$ cat src/verilog/pcpc_consts.svh
// Purpose: constants for the clock path control word logic
// Assumes: 100 MHz CLK; boost currents in 50 uA units
// Notes: none
// Function
// - lock-detect enable bit 25 drives the indicator pin as lock output
// - mode 0: pin shows 0 locked, 1 unlocked
// - mode 1: pin shows 1 feedback lags reference, 0 leads
// - rf divider power-down stops divider, routes rf input to system clock
// - ratio field 11/10/01/00 gives R of 8/4/2/1, 1 passes input level through
// - driver power-down resets to 1 (off), writing 0 powers up
// - driver source 00 none, 01 feedback, 10 divider out, 11 divider in
// - bits 31..29 add rising boost 7.6, 3.8, 1.9 mA
// - bits 28..26 add falling boost 5.4, 2.7, 1.35 mA
// - boost not disabled adds default 7.6 rising and 4.05 falling
// - boost-disable bit removes every boost current
// - source bit 0 takes system clock from divider output, 1 input
// - feedback divide N is bits 15..12 plus one
// - reference divide M is bits 11..8 plus one
// - polarity 0 lag pumps up, lead pumps down; 1 inverts
// - full power-down switches whole charge pump off
// - quick power-down disables only pump output buffer
// - pump current scale is field value plus one
`ifndef PCPC_CONSTS_SVH
`define PCPC_CONSTS_SVH
// ==========================================================
// control word layout
`define PCPC_WORD_W      40
`define PCPC_WORD_RST    40'h00_0078_0000
`define PCPC_BE_ALL      5'h1f
`define PCPC_RISE_HI     31
`define PCPC_RISE_LO     29
`define PCPC_FALL_HI     28
`define PCPC_FALL_LO     26
`define PCPC_LD_EN       25
`define PCPC_LD_MODE     24
`define PCPC_RF_PD       23
`define PCPC_RF_RAT_HI   22
`define PCPC_RF_RAT_LO   21
`define PCPC_DRV_PD      20
`define PCPC_DRV_SEL_HI  19
`define PCPC_DRV_SEL_LO  18
`define PCPC_BOOST_DIS   17
`define PCPC_SYS_SRC     16
`define PCPC_N_HI        15
`define PCPC_N_LO        12
`define PCPC_M_HI        11
`define PCPC_M_LO        8
`define PCPC_CP_POL      5
`define PCPC_CP_FULL_PD  4
`define PCPC_CP_QUICK_PD 3
`define PCPC_CP_SCL_HI   2
`define PCPC_CP_SCL_LO   0
// ==========================================================
// boost weights, 50 uA units
`define PCPC_BW          9
`define PCPC_RISE_DEF    9'h098
`define PCPC_RISE_W2     9'h098
`define PCPC_RISE_W1     9'h04c
`define PCPC_RISE_W0     9'h026
`define PCPC_FALL_DEF    9'h051
`define PCPC_FALL_W2     9'h06c
`define PCPC_FALL_W1     9'h036
`define PCPC_FALL_W0     9'h01b
// ==========================================================
// lock detect window in CLK cycles, lock count in phase compares
`define PCPC_LOCK_WIN    6'h02
`define PCPC_LOCK_CNT    5'h10
`endif

$ cat src/verilog/pcpc_pkg.sv
// Purpose: types for the clock path control word logic
// Assumes: nothing
// Notes: none
package pcpc_pkg;
  // ==========================================================
  // phase detector state
  typedef enum logic [1:0] {
    PCPC_PFD_IDLE = 2'b00,
    PCPC_PFD_UP   = 2'b01,
    PCPC_PFD_DN   = 2'b10
  } pcpc_pfd_t;
  // ==========================================================
  // driver source codes
  typedef enum logic [1:0] {
    PCPC_DRV_NONE = 2'b00,
    PCPC_DRV_FB   = 2'b01,
    PCPC_DRV_DOUT = 2'b10,
    PCPC_DRV_DIN  = 2'b11
  } pcpc_drv_t;
endpackage

$ cat src/verilog/pcpc_top.sv
// Purpose: clock path control word and the logic it steers
// Assumes: clock inputs are slow against CLK and sampled
// Notes: boost currents reported in 50 uA units
`timescale 1ns/1ns
`include "pcpc_consts.svh"
module pcpc_top
  import pcpc_pkg::*;
(
  // clock and reset
  input  wire logic                    CLK,
  input  wire logic                    NRST,
  // control word port
  input  wire logic                    WORD_WR,
  input  wire logic [4:0]              WORD_BE,
  input  wire logic [`PCPC_WORD_W-1:0] WORD_WDATA,
  output logic      [`PCPC_WORD_W-1:0] WORD_RDATA,
  output logic                         WORD_ERR,
  // clock pins
  input  wire logic                    RF_CLOCK_INPUT,
  input  wire logic                    FEEDBACK_CLOCK_INPUT,
  input  wire logic                    REFERENCE_INPUT,
  // clock path outputs
  output logic                         SYNTH_SYSTEM_CLOCK,
  output logic                         RF_DIV_ON,
  output logic                         DRIVER_ON,
  output logic                         DRIVER_OUT,
  output logic      [`PCPC_BW-1:0]     RISE_BOOST,
  output logic      [`PCPC_BW-1:0]     FALL_BOOST,
  // charge pump
  output logic                         PUMP_UP,
  output logic                         PUMP_DN,
  output logic                         PUMP_CORE_ON,
  output logic      [3:0]              PUMP_SCALE,
  // shared sync/indicator pin
  input  wire logic                    STATUS_PIN_I,
  output logic                         STATUS_PIN_O,
  output logic                         STATUS_PIN_OE,
  output logic                         SYNC_IN_Q,
  output logic                         LOCKED
);
  // ==========================================================
  // helpers
  function automatic logic [`PCPC_BW-1:0] boost_sum(
    input logic [2:0]          bits,
    input logic [`PCPC_BW-1:0] w2,
    input logic [`PCPC_BW-1:0] w1,
    input logic [`PCPC_BW-1:0] w0,
    input logic [`PCPC_BW-1:0] def,
    input logic                dis
  );
    logic [`PCPC_BW-1:0] s;
    s = def;
    if (bits[2]) s = s + w2;
    if (bits[1]) s = s + w1;
    if (bits[0]) s = s + w0;
    return dis ? '0 : s;
  endfunction

  function automatic logic [4:0] plus_one(input logic [3:0] f);
    return {1'b0, f} + 5'h01;
  endfunction

  // ==========================================================
  // control word
  logic [`PCPC_WORD_W-1:0] word_reg, word_next;
  logic                    err_reg, err_next;

  always_comb begin
    word_next = word_reg;
    err_next  = 1'b0;
    if (WORD_WR) begin
      if (WORD_BE == `PCPC_BE_ALL) begin
        word_next = WORD_WDATA;
      end else begin
        err_next = 1'b1;
      end
    end
  end

  always_ff @(posedge CLK) begin
    if (!NRST) begin
      word_reg <= `PCPC_WORD_RST;
      err_reg  <= 1'b0;
    end else begin
      word_reg <= word_next;
      err_reg  <= err_next;
    end
  end

  assign WORD_RDATA = word_reg;
  assign WORD_ERR   = err_reg;

  logic       rf_pd, drv_pd, bst_dis, sys_src, ld_en, ld_mode;
  logic       cp_pol, cp_full, cp_quick;
  pcpc_drv_t  drv_sel;
  logic [4:0] r_ratio;
  assign rf_pd    = word_reg[`PCPC_RF_PD];
  assign drv_pd   = word_reg[`PCPC_DRV_PD];
  assign bst_dis  = word_reg[`PCPC_BOOST_DIS];
  assign sys_src  = word_reg[`PCPC_SYS_SRC];
  assign ld_en    = word_reg[`PCPC_LD_EN];
  assign ld_mode  = word_reg[`PCPC_LD_MODE];
  assign cp_pol   = word_reg[`PCPC_CP_POL];
  assign cp_full  = word_reg[`PCPC_CP_FULL_PD];
  assign cp_quick = word_reg[`PCPC_CP_QUICK_PD];
  assign drv_sel  = pcpc_drv_t'(word_reg[`PCPC_DRV_SEL_HI:`PCPC_DRV_SEL_LO]);
  // 2^field gives 1,2,4,8
  assign r_ratio  = 5'h01 << word_reg[`PCPC_RF_RAT_HI:`PCPC_RF_RAT_LO];

  // ==========================================================
  // pin synchronisers
  logic [3:0] s1_reg, s2_reg, s3_reg;
  logic       rf_s, fb_s, ref_s, pin_s;
  logic       rf_rise, fb_rise, ref_rise;

  always_ff @(posedge CLK) begin
    if (!NRST) begin
      s1_reg <= 4'h0;
      s2_reg <= 4'h0;
      s3_reg <= 4'h0;
    end else begin
      s1_reg <= {STATUS_PIN_I, REFERENCE_INPUT, FEEDBACK_CLOCK_INPUT, RF_CLOCK_INPUT};
      s2_reg <= s1_reg;
      s3_reg <= s2_reg;
    end
  end

  assign rf_s     = s2_reg[0];
  assign fb_s     = s2_reg[1];
  assign ref_s    = s2_reg[2];
  assign pin_s    = s2_reg[3];
  assign rf_rise  = s2_reg[0] & ~s3_reg[0];
  assign fb_rise  = s2_reg[1] & ~s3_reg[1];
  assign ref_rise = s2_reg[2] & ~s3_reg[2];

  // ==========================================================
  // dividers
  logic rf_div_lvl, fb_tick, ref_tick;

  pcpc_div #(.W(5)) u_rdiv (
    .clk       (CLK),
    .nrst      (NRST),
    .en        (~rf_pd),
    .in_level  (rf_s),
    .in_rise   (rf_rise),
    .ratio     (r_ratio),
    .out_tick  (),
    .out_level (rf_div_lvl)
  );

  pcpc_div #(.W(5)) u_ndiv (
    .clk       (CLK),
    .nrst      (NRST),
    .en        (1'b1),
    .in_level  (fb_s),
    .in_rise   (fb_rise),
    .ratio     (plus_one(word_reg[`PCPC_N_HI:`PCPC_N_LO])),
    .out_tick  (fb_tick),
    .out_level ()
  );

  pcpc_div #(.W(5)) u_mdiv (
    .clk       (CLK),
    .nrst      (NRST),
    .en        (1'b1),
    .in_level  (ref_s),
    .in_rise   (ref_rise),
    .ratio     (plus_one(word_reg[`PCPC_M_HI:`PCPC_M_LO])),
    .out_tick  (ref_tick),
    .out_level ()
  );

  // ==========================================================
  // phase detector and lock detect
  pcpc_pfd_t  pfd_reg, pfd_next;
  logic [5:0] err_cnt_reg, err_cnt_next;
  logic [4:0] good_reg, good_next;
  logic       lag_reg, lag_next;
  logic       locked_reg, locked_next;
  logic       done;
  logic       ok;

  always_comb begin
    pfd_next     = pfd_reg;
    err_cnt_next = err_cnt_reg;
    good_next    = good_reg;
    lag_next     = lag_reg;
    locked_next  = locked_reg;
    done         = 1'b0;
    ok           = (err_cnt_reg <= `PCPC_LOCK_WIN);
    case (pfd_reg)
      PCPC_PFD_IDLE: begin
        err_cnt_next = 6'h00;
        if (ref_tick && !fb_tick) pfd_next = PCPC_PFD_UP;
        if (fb_tick && !ref_tick) pfd_next = PCPC_PFD_DN;
        if (ref_tick && fb_tick) begin
          done = 1'b1;
          ok   = 1'b1;
        end
      end
      PCPC_PFD_UP: begin
        if (fb_tick) begin
          pfd_next = PCPC_PFD_IDLE;
          lag_next = 1'b1;
          done     = 1'b1;
        end
      end
      PCPC_PFD_DN: begin
        if (ref_tick) begin
          pfd_next = PCPC_PFD_IDLE;
          lag_next = 1'b0;
          done     = 1'b1;
        end
      end
      default: pfd_next = PCPC_PFD_IDLE;
    endcase
    if (pfd_reg != PCPC_PFD_IDLE && err_cnt_reg != 6'h3f) begin
      err_cnt_next = err_cnt_reg + 6'h01;
    end
    if (done) begin
      if (!ok) begin
        good_next   = 5'h00;
        locked_next = 1'b0;
      end else if (good_reg == `PCPC_LOCK_CNT - 5'h01) begin
        locked_next = 1'b1;
      end else begin
        good_next = good_reg + 5'h01;
      end
    end
    if (cp_full) begin
      pfd_next    = PCPC_PFD_IDLE;
      good_next   = 5'h00;
      locked_next = 1'b0;
    end
  end

  always_ff @(posedge CLK) begin
    if (!NRST) begin
      pfd_reg     <= PCPC_PFD_IDLE;
      err_cnt_reg <= 6'h00;
      good_reg    <= 5'h00;
      lag_reg     <= 1'b0;
      locked_reg  <= 1'b0;
    end else begin
      pfd_reg     <= pfd_next;
      err_cnt_reg <= err_cnt_next;
      good_reg    <= good_next;
      lag_reg     <= lag_next;
      locked_reg  <= locked_next;
    end
  end

  // ==========================================================
  // registered outputs
  logic       sys_next, div_on_next, drv_on_next, drv_next;
  logic       up_next, dn_next, core_next, pin_o_next, pin_oe_next, sync_next;
  logic       up_raw, dn_raw;
  logic [`PCPC_BW-1:0] rise_next, fall_next;
  logic [3:0] scale_next;
  logic       sys_reg, div_on_reg, drv_on_reg, drv_reg;
  logic       up_reg, dn_reg, core_reg, pin_o_reg, pin_oe_reg, sync_reg;
  logic [`PCPC_BW-1:0] rise_reg, fall_reg;
  logic [3:0] scale_reg;

  always_comb begin
    div_on_next = ~rf_pd;
    sys_next    = (rf_pd || sys_src) ? rf_s : rf_div_lvl;
    drv_on_next = ~drv_pd;
    case (drv_sel)
      PCPC_DRV_NONE: drv_next = 1'b0;
      PCPC_DRV_FB:   drv_next = fb_s;
      PCPC_DRV_DOUT: drv_next = rf_div_lvl;
      PCPC_DRV_DIN:  drv_next = rf_s;
      default:       drv_next = 1'b0;
    endcase
    if (drv_pd) drv_next = 1'b0;
    rise_next = boost_sum(word_reg[`PCPC_RISE_HI:`PCPC_RISE_LO], `PCPC_RISE_W2,
                          `PCPC_RISE_W1, `PCPC_RISE_W0, `PCPC_RISE_DEF,
                          bst_dis);
    fall_next = boost_sum(word_reg[`PCPC_FALL_HI:`PCPC_FALL_LO], `PCPC_FALL_W2,
                          `PCPC_FALL_W1, `PCPC_FALL_W0, `PCPC_FALL_DEF,
                          bst_dis);
    up_raw      = (pfd_reg == PCPC_PFD_UP);
    dn_raw      = (pfd_reg == PCPC_PFD_DN);
    up_next     = (cp_pol ? dn_raw : up_raw) & ~cp_full & ~cp_quick;
    dn_next     = (cp_pol ? up_raw : dn_raw) & ~cp_full & ~cp_quick;
    core_next   = ~cp_full;
    scale_next  = {1'b0, word_reg[`PCPC_CP_SCL_HI:`PCPC_CP_SCL_LO]} + 4'h1;
    pin_oe_next = ld_en;
    pin_o_next  = ld_en & (ld_mode ? lag_reg : ~locked_reg);
    sync_next   = ld_en ? 1'b0 : pin_s;
  end

  always_ff @(posedge CLK) begin
    if (!NRST) begin
      sys_reg    <= 1'b0;
      div_on_reg <= 1'b0;
      drv_on_reg <= 1'b0;
      drv_reg    <= 1'b0;
      rise_reg   <= '0;
      fall_reg   <= '0;
      up_reg     <= 1'b0;
      dn_reg     <= 1'b0;
      core_reg   <= 1'b0;
      scale_reg  <= 4'h0;
      pin_o_reg  <= 1'b0;
      pin_oe_reg <= 1'b0;
      sync_reg   <= 1'b0;
    end else begin
      sys_reg    <= sys_next;
      div_on_reg <= div_on_next;
      drv_on_reg <= drv_on_next;
      drv_reg    <= drv_next;
      rise_reg   <= rise_next;
      fall_reg   <= fall_next;
      up_reg     <= up_next;
      dn_reg     <= dn_next;
      core_reg   <= core_next;
      scale_reg  <= scale_next;
      pin_o_reg  <= pin_o_next;
      pin_oe_reg <= pin_oe_next;
      sync_reg   <= sync_next;
    end
  end

  assign SYNTH_SYSTEM_CLOCK = sys_reg;
  assign RF_DIV_ON          = div_on_reg;
  assign DRIVER_ON          = drv_on_reg;
  assign DRIVER_OUT         = drv_reg;
  assign RISE_BOOST         = rise_reg;
  assign FALL_BOOST         = fall_reg;
  assign PUMP_UP            = up_reg;
  assign PUMP_DN            = dn_reg;
  assign PUMP_CORE_ON       = core_reg;
  assign PUMP_SCALE         = scale_reg;
  assign STATUS_PIN_O       = pin_o_reg;
  assign STATUS_PIN_OE      = pin_oe_reg;
  assign SYNC_IN_Q          = sync_reg;
  assign LOCKED             = locked_reg;
endmodule

$ cat src/verilog/pcpc_div.sv
// Purpose: programmable edge divider
// Assumes: in_rise is a one-cycle pulse per input rising edge
// Notes: ratio reloads at wrap and while disabled
`timescale 1ns/1ns
module pcpc_div #(
  parameter int W = 5
) (
  input  wire logic         clk,
  input  wire logic         nrst,
  input  wire logic         en,
  input  wire logic         in_level,
  input  wire logic         in_rise,
  input  wire logic [W-1:0] ratio,
  output logic              out_tick,
  output logic              out_level
);
  logic [W-1:0] cnt_reg, cnt_next;
  logic [W-1:0] rat_reg, rat_next;
  logic         tick_reg, tick_next;
  logic         lvl_reg, lvl_next;
  logic [W:0]   half;

  // ==========================================================
  // counter
  always_comb begin
    cnt_next  = cnt_reg;
    rat_next  = rat_reg;
    tick_next = 1'b0;
    half      = ({1'b0, rat_reg} + {{W{1'b0}}, 1'b1}) >> 1;
    if (!en) begin
      cnt_next = '0;
      rat_next = ratio;
    end else if (in_rise) begin
      if (cnt_reg == rat_reg - {{(W-1){1'b0}}, 1'b1}) begin
        cnt_next  = '0;
        rat_next  = ratio;
        tick_next = 1'b1;
      end else begin
        cnt_next = cnt_reg + {{(W-1){1'b0}}, 1'b1};
      end
    end
    if (!en) begin
      lvl_next = 1'b0;
    end else if (rat_reg == {{(W-1){1'b0}}, 1'b1}) begin
      lvl_next = in_level;
    end else begin
      lvl_next = ({1'b0, cnt_next} < half);
    end
  end

  always_ff @(posedge clk) begin
    if (!nrst) begin
      cnt_reg  <= '0;
      rat_reg  <= {{(W-1){1'b0}}, 1'b1};
      tick_reg <= 1'b0;
      lvl_reg  <= 1'b0;
    end else begin
      cnt_reg  <= cnt_next;
      rat_reg  <= rat_next;
      tick_reg <= tick_next;
      lvl_reg  <= lvl_next;
    end
  end

  assign out_tick  = tick_reg;
  assign out_level = lvl_reg;
endmodule

$ cat config.mk
export PLATFORM = sky130hd
export DESIGN_NAME = pcpc_top
export DESIGN_NICKNAME = d
export VERILOG_FILES = /design/src/verilog/pcpc_pkg.sv /design/src/verilog/pcpc_top.sv /design/src/verilog/pcpc_div.sv
export VERILOG_INCLUDE_DIRS = /design/src /design/src/verilog
export SDC_FILE = /design/constraint.sdc
export NUM_CORES = 1
export LEC_CHECK = 0
export BUFFER_PORTS_ARGS = -buffer_cell sky130_fd_sc_hd__buf_2
export CORE_ASPECT_RATIO = 1.75
export CORE_MARGIN = 2
export CORE_UTILIZATION = 54
export CTS_CLUSTER_DIAMETER = 40
export DETAILED_ROUTE_END_ITERATION = 16
export HOLD_SLACK_MARGIN = 0.08
export PLACE_DENSITY_LB_ADDON = 0.1
export REMOVE_ABC_BUFFERS = 1
export SYNTH_ARGS = -nofsm -noshare
export SYNTH_HDL_FRONTEND = slang
export SYNTH_SLANG_ARGS = --single-unit
$ cat constraint.sdc
create_clock -name CLK -period 3.1 [get_ports CLK]
set_input_delay 0.155 -clock CLK [delete_from_list [all_inputs] [get_ports CLK]]
set_output_delay 0.155 -clock CLK [all_outputs]
set_load 0.05 [all_outputs]
# Word level (Yosys, flattened, before mapping)
# Index checks and enable logic that the tools add are counted.
# totals
reg_bits	132
in_bits	52
output_inout_bits	74
elab_cells	158
# op_classes
n_addsub	16
magnitude_cmp	2
eq_ne	17
shifts	1
muxes	43
n_bitwise	17
n_reduce_logical	30
# ops
cell	count
two-way mux 5 bit	10
two-way mux 9 bit	5
adder 5 x 1 -> 5 bit, second input constant	4
adder 9 x 6 -> 9 bit, second input constant	2
AND reduction 2 bit	9
two-way mux 1 bit	17
== test 5 bit	3
subtractor 5 x 1 -> 5 bit, second input constant	3
two-way mux 6 bit	2
adder 4 x 1 -> 5 bit, second input constant	2
nonzero test 2 bit	5
OR reduction 2 bit	5
adder 9 x 5 -> 9 bit, second input constant	1
adder 9 x 7 -> 9 bit, second input constant	1
inverter 1 bit	9
AND 1 bit	8
two-way mux 2 bit	4
two-way mux 8 bit	1
adder 5 x 1 -> 6 bit, second input constant	1
adder 6 x 1 -> 6 bit, second input constant	1
== test 2 bit, second input constant	3
<= comparator 6 x 2 -> 1 bit, second input constant	1
!= test 2 x 1 -> 1 bit, second input constant	3
!= test 6 bit, second input constant	1
other kinds (18)	25

# Longest topological paths before layout
# Gate-level depths: netlist of the first run.
# depth
word_depth	7
depth_mapped	13
ltp_nobuf	12

# Hierarchy
# Synthesis of the first run repeated with hierarchy kept, for this count alone.
# hier_totals
cells_unflattened	726
hier_area_um2	6396.1
# by_module_without_submodules
module	instances	cells_per_inst	area_each_um2	seq_area_each_um2
pcpc_top	1	438	3892.5	1961.9
pcpc_div	3	96	834.6	240.2

# Least setup slack after synthesis of the first run
# No wires, ideal clock.
# synth_timing
path_type	reg-to-reg
startpoint	register u_rdiv.rat_reg[0]
endpoint	register u_rdiv.lvl_reg (netlist: u_rdiv.out_level)
setup_ps	115
t_arrival_ps	2677
required_ps	2985
slack_ps	308
path_stages_with_launch	14
path_buffers	1
synth_period_minus_slack_ps	2792
path_cell_list	dfxtp_1 inv_1 ha_1 xor2_1 and3_1 a41oi_2 buf_2 nor2b_1 ha_1 nor2b_1 o21a_1 o21ai_0 a22oi_1 a2111oi_0
# synth_between
elab_chain_cells	7
word_cells_on_any_way	9
cone_classes	add/sub: 2; order compare: 1; eq/ne: 2; mux: 4
# synth_rtl
element	line	text
start, declared	pcpc_div.sv:18	logic [W-1:0] rat_reg, rat_next;
start signal, assigned	pcpc_div.sv:54	rat_reg <= {{(W-1){1'b0}}, 1'b1};
start signal, assigned	pcpc_div.sv:59	rat_reg <= rat_next;
subtractor 5 x 1 -> 5 bit	pcpc_div.sv:34	if (cnt_reg == rat_reg - {{(W-1){1'b0}}, 1'b1}) begin
== test 5 bit	pcpc_div.sv:34	
two-way mux 5 bit	pcpc_div.sv:34	
two-way mux 5 bit	pcpc_div.sv:33	end else if (in_rise) begin
two-way mux 5 bit	pcpc_div.sv:30	if (!en) begin
via u_rdiv.cnt_next[1]	pcpc_div.sv:17	logic [W-1:0] cnt_reg, cnt_next;
less-than comparator 5 bit	pcpc_div.sv:47	lvl_next = ({1'b0, cnt_next} < half);
two-way mux 1 bit	pcpc_div.sv:44	end else if (rat_reg == {{(W-1){1'b0}}, 1'b1}) begin
end signal, assigned	pcpc_div.sv:61	lvl_reg <= lvl_next;
end, declared	pcpc_div.sv:20	logic lvl_reg, lvl_next;
# The timed path passes the listed nets, and every way through them passes these cells.
# A chain may end at the register's enable or synchronous reset.

# Worst setup path in the final report of the first run
# layout_timing
startpoint	register u_rdiv.rat_reg[1]
endpoint	register u_rdiv.lvl_reg (netlist: u_rdiv.out_level)
# Same word-level chain as after synthesis.

==> flow_summary.ini, run 1 <==
[detailed_routing]
drt-pass1-iter-count = 4
drc_errors = 0
drt_iter0_drc = 211
drtAntennaViolNets = 0
vias = 4835
wirelength_mm = 12.9
wl_per_cell_um = 14.0
vias_per_cell = 5.24

[critical_path]
start_kind = register
reg2reg_depth = 12
rrSetupSlack_ns = 0.34
crit_path_end_kind = register
endpoint = u_rdiv.out_level
cp-startpoint = u_rdiv.rat_reg[1]
arrival_ns = 3.05
path_class = register to register
crit_fanout = 13
timing.rr.end = u_rdiv.out_level
rr_startpoint = u_rdiv.rat_reg[1]
crit_required_ns = 3.39

[grt]
grt_pass1_wl_mm = 20.8
grt_overflow_total = 0
grt_pass1_vias = 4743
grt_start_max_net_pins = 31
grtUsageTotal = 0.241
antenna_found_initial = 0

[cts]
clk_pin_slew_ns = 0.05
clk_path_buf_depth = 2
htreeDepth = 4
cts_tree = yes
clk_latency_ns = 0.41
cts_buffers = 17
cts_root_buf = clkbuf_16
cts_setup_buffers = 0
cts.sinks = 130

[pwr]
power.total_mw = 4.02
power_leakage_nw = 3.16
power.density_nw_per_um2 = 555
peakVddDrop_uv = 458

[final_layout]
nets = 866
diodes = 0
layout-drive-gt1-share = 0.221
largest_reg_flops = 40
multi_input_comb_area_um2 = 2680
fill_cells = 738
finalInstanceArea_um2 = 7250
seq_area_um2 = 2600
area_growth_pct = 31.5

[die]
fp.dieArea_um2 = 11100
start_util = 0.556
core_area_um2 = 9910
dieWidth_um = 80.4
num_io_pins = 126
rows = 48
dieHeight_um = 138

[timing]
finalHoldViolations = 0
fmax_ghz = 0.362
finalSetupTns_ns = 0
rsz0062_at_grt = no
final_max_slew_viol_count = 0
finalCritPeriodShare = 0.891
fin_crit_ns = 2.76
slew_headroom = 0.537
setup_viol = 0
fin_worst_skew_ns = 0.00828
worstMarginPinSlew_ns = 0.694

[worst_hold_path]
hold_path_class = input pin to register

[run_status]
status = complete, no violations

[placement]
postPlaceCellArea_um2 = 6190
port_buffers = 124
globalplace.congestion = 0.825
dp_hpwl_mm = 8.70

[logic_synthesis]
synth_commonest_cells = dfxtp_1, nand2_1, a21oi_1
yosysMostFrequentCell = dfxtp_1
yosysSeqAreaShare = 0.472
yosysTopAreaCellShare = 0.472
synth.area.top_cells = dfxtp_1, nand2_1, ha_1, a21oi_1, xor2_1
synth_ff_type = dfxtp_1
ys_seq_elements = 130
synth.avg_cell_area_um2 = 8.83
ys_warn_count = 0
syn_area_um2 = 5510
synth-async-reset-ratio = 0
syn_inst = 624
yosys.area.top_type = dfxtp_1
synth_edf_count = 0
synth_cell_types = 54

[job]
drv_cap = 0
[worst min-delay path by stage]
stage                      to  slack, ns      startpoint  cells after the start
6_report       WORD_RDATA[19]       0.21            NRST                      2
5_1_grt        WORD_RDATA[22]       0.24            NRST                      2
4_1_cts        WORD_RDATA[22]       0.21            NRST                      2
3_5_place_dp        s1_reg[3]       0.37    STATUS_PIN_I                      2
3_3_place_gp   WORD_RDATA[19]       0.36  WORD_WDATA[19]                      3
2_1_floorplan  WORD_RDATA[19]       0.23            NRST                      1
[per-layer routing]
layer  part of all wire  wire, um  GRT usage
met1               0.37      4810      0.244
met2               0.55      7130      0.451
met3              0.050       645     0.0609
met4              0.028       361      0.112
met5                  0         0          0
[cell type report]
type,instances,area share
multi-input cells,439,0.370
clock inverters,9,0.0142
well taps,125,0.0216
inverters,20,0.0104
flip-flops and latches,130,0.359
clock buffers,23,0.0687
repair buffers,177,0.156
[cells in the final DEF (no fill, tap or decap), drive strengths merged, types with 7 or more instances in the layout]
| master | Yosys | routed |
|---|---|---|
| nand2 | 105 | 105 |
| nor2 | 55 | 55 |
| nor3 | 15 | 15 |
| nor2b | 7 | 7 |
| nand3 | 15 | 15 |
| xnor2 | 20 | 20 |
| dfxtp | 130 | 130 |
| and2 | 15 | 15 |
| clkbuf | 25 | 23 |
| nand4 | 9 | 9 |
| nand2b | 8 | 8 |
| a211oi | 7 | 7 |
| mux2i | 10 | 10 |
| dlygate4sd3 | 0 | 46 |
| buf | 10 | 131 |
| o21ai | 11 | 11 |
| a21oi | 60 | 60 |
| xor2 | 24 | 24 |
| ha | 29 | 29 |
| inv | 19 | 19 |
[power by group]
part           internal [mW]  switching, mW
clock network           1.28          0.696
registers               1.71         0.0286
logic                  0.135          0.174
[cell families after synthesis]
family	share of synthesized area
XOR/XNOR	0.0699
AO/OA/AOI/OAI	0.113
other	0.000680
buffers and inverters	0.0418
flip-flops	0.472
AND/OR/NAND/NOR	0.216
adder cells (fa/ha/maj)	0.0658
multiplexers	0.0202
[stage by stage]
step,std cells,worst slack (ns),hold WS [ns],utilization
finish,923,0.337,0.210,0.732
global route,923,0.0749,0.238,0.732
CTS,923,0.239,0.213,0.731
detailed placement,845,0.258,0.367,0.624
global placement,845,0.384,0.361,0.624
floorplan,589,0.296,0.227,-
[critical path: stages, from the launching register on]
cell and delay, ns:
dfxtp_1 0.39, inv_1 0.10, ha_1 0.32, xor2_1 0.15, and3_1 0.19, a41oi_2 0.18, buf_4 0.20, nor2b_1 0.16
ha_1 0.26, o21a_1 0.11, o21ai_0 0.14, a22oi_1 0.08, a2111oi_1 0.36
[what timing repair did]
item | in CTS | in global routing
endpoints found under the setup margin | 0 | 1
endpoints found under the hold margin | 45 | 0
hold buffers | 46 | 0
resized for setup | 0 | 2
No activity file was read; power rests on OpenSTA's default activity.
==> inputs of run 2 (changes only) <==
--- a/config.mk
+++ b/config.mk
@@ -9,7 +9,7 @@
 export BUFFER_PORTS_ARGS = -buffer_cell sky130_fd_sc_hd__buf_2
 export CORE_ASPECT_RATIO = 1.75
 export CORE_MARGIN = 2
-export CORE_UTILIZATION = 54
+export CORE_UTILIZATION = 55
 export CTS_CLUSTER_DIAMETER = 40
 export DETAILED_ROUTE_END_ITERATION = 16
 export HOLD_SLACK_MARGIN = 0.08
@@ -17,4 +17,5 @@
 export REMOVE_ABC_BUFFERS = 1
 export SYNTH_ARGS = -nofsm -noshare
 export SYNTH_HDL_FRONTEND = slang
+export SYNTH_HIERARCHICAL = 1
 export SYNTH_SLANG_ARGS = --single-unit
==> run 2 against run 1 <==
Clock skew increased by 0.0029 ns. Sequential cell count is 1 higher. Largest cell class unchanged. Final area increased by 4.0%. Via count grew 4.4%. Global-route usage grew 0.75 points. Clock-buffer cell count down 3.
==> flow_summary.ini, run 2 <==
[critical_path]
rr_startpoint = u_rdiv/rat_reg[1]
rrSetupSlack_ns = 0.16
cp.depth = 13
timing.rr.end = u_rdiv/out_level
start_kind = register
crit_slowest_cell = dfxtp_1
crit_path_end_kind = register
critPathTopFamily = compound AO/OA/AOI/OAI gates
slowest_delay_ns = 0.42
path_class = register to register
reg2reg_depth = 13
path_buf_inv = 1
arrival_ns = 3.26
path_cells = inv_1, ha_1, o21ba_1, a221o_1, a211o_1, nand2_1, nor2_1, ha_1, a21oi_1, nor2b_1, o21ai_0, a21oi_1, a311oi_2
crit_required_ns = 3.42
crit_fanout = 8

[grt]
grtUsageTotal = 0.249
antenna_found_initial = 0
grt_pass1_wl_mm = 22.4
grt_pass1_vias = 5123
grt_start_max_net_pins = 40
grt_overflow_total = 0

[detailed_routing]
wirelength_mm = 13.7
drtAntennaViolNets = 0
vias = 5047
drt-pass1-iter-count = 5
drc_errors = 0
wl_per_cell_um = 14.2
drt_iter0_drc = 242
vias_per_cell = 5.20

[worst_hold_path]
whs_path_depth = 3
hold_path_class = input pin to register
whs_endpoint = u_ndiv/out_tick
hp-start = NRST

[timing]
finalHoldViolations = 0
slew_headroom = 0.432
final_max_slew_viol_count = 0
finalCritPeriodShare = 0.948
worstMarginPinSlew_ns = 0.853
whs_ns = 0.199
setup_viol = 0
fin_worst_skew_ns = 0.0112
finalSetupTns_ns = 0
fmax_ghz = 0.340
rsz0062_at_grt = no
fin_crit_ns = 2.94

[die]
num_io_pins = 126
dieHeight_um = 141
dieWidth_um = 82.4
rows = 50
start_util = 0.559
core_area_um2 = 10600
fp.dieArea_um2 = 11600

[placement]
postPlaceCellArea_um2 = 6520
dp_hpwl_mm = 9.30
globalplace.congestion = 0.869
port_buffers = 124

[final_layout]
nets = 910
finalInstanceArea_um2 = 7540
area_growth_pct = 27.6
layout-drive-gt1-share = 0.196
layout_common_cells = dfxtp_1, nand2_1, buf_2, dlygate4sd3_1, nor2_1
mostFrequentLayoutCell = dfxtp_1
diodes = 0
fill_cells = 801
largest_reg_flops = 40
seq_area_um2 = 2620
fin_util = 0.713
multi_input_comb_area_um2 = 2960

[cts]
clk_latency_ns = 0.41
cts.sinks = 131
cts_root_buf = clkbuf_16
htreeDepth = 4
cts_buffers = 17
clk_pin_slew_ns = 0.06
cts_setup_buffers = 0
clk_path_buf_depth = 2
cts_tree = yes

[logic_synthesis]
ys_warn_count = 6
syn_area_um2 = 5910
syn_inst = 666
synth.avg_cell_area_um2 = 8.87

[pwr]
power.total_mw = 3.95
power_leakage_nw = 3.36
power.density_nw_per_um2 = 524
peakVddDrop_uv = 415

[run_status]
status = complete, no violations

[job]
drv_cap = 0
==> run 2: routing by layer <==
metal,part of all wire,vias to the layer above,wire (um),track usage
met2,0.54,142,7480,0.454
li1,-,2518,-,-
met3,0.048,20,659,0.0813
met5,0,-,0,0
met4,0.018,0,254,0.0930
met1,0.39,2367,5340,0.252
==> run 2: what timing repair did <==
action                                 in CTS  in global routing
hold buffers                               46                  0
endpoints found under the hold margin      45                  0
setup endpoints to repair                   0                  1
resized for setup                           0                  1
==> run 2: worst max path at each step <==
stage,startpoint,slack [ns],to
finish,u_rdiv/rat_reg[1],0.16,u_rdiv/out_level
global route,u_rdiv/rat_reg[1],0.02,u_rdiv/out_level
CTS,u_rdiv/rat_reg[0],0.16,u_rdiv/out_level
detailed placement,u_rdiv/rat_reg[0],0.18,u_rdiv/out_level
global placement,u_rdiv/rat_reg[0],0.28,u_rdiv/out_level
floorplan,u_rdiv/rat_reg[0],0.44,u_rdiv/out_level
==> run 2: where the power goes <==
part,internal (mW),leakage (nW),switching [mW]
clock network,1.19,0.271,0.718
registers,1.72,1.06,0.0248
logic,0.136,2.03,0.169
total,3.04,3.36,0.912
==> run 2: layout make-up <==
| cell class | count | area share |
|---|---|---|
| Multi-Input combinational cell | 475 | 0.393 |
| Sequential cell | 131 | 0.348 |
| Timing Repair Buffer | 177 | 0.150 |
| Clock buffer | 20 | 0.0592 |
| Tap cell | 130 | 0.0216 |
| Clock inverter | 11 | 0.0149 |
| Inverter | 26 | 0.0129 |
==> run 2: stage by stage <==
step	std cells	setup WS [ns]
after detailed placement	893	0.178
final	970	0.161
after global routing	970	0.0177
after CTS	970	0.156
after global placement	893	0.283
after floorplan	632	0.436
==> run 2: worst min-delay path: stages <==
cell	delay [ns]
buf_2	0.24
nand2_1	0.12
nor2_1	0.04
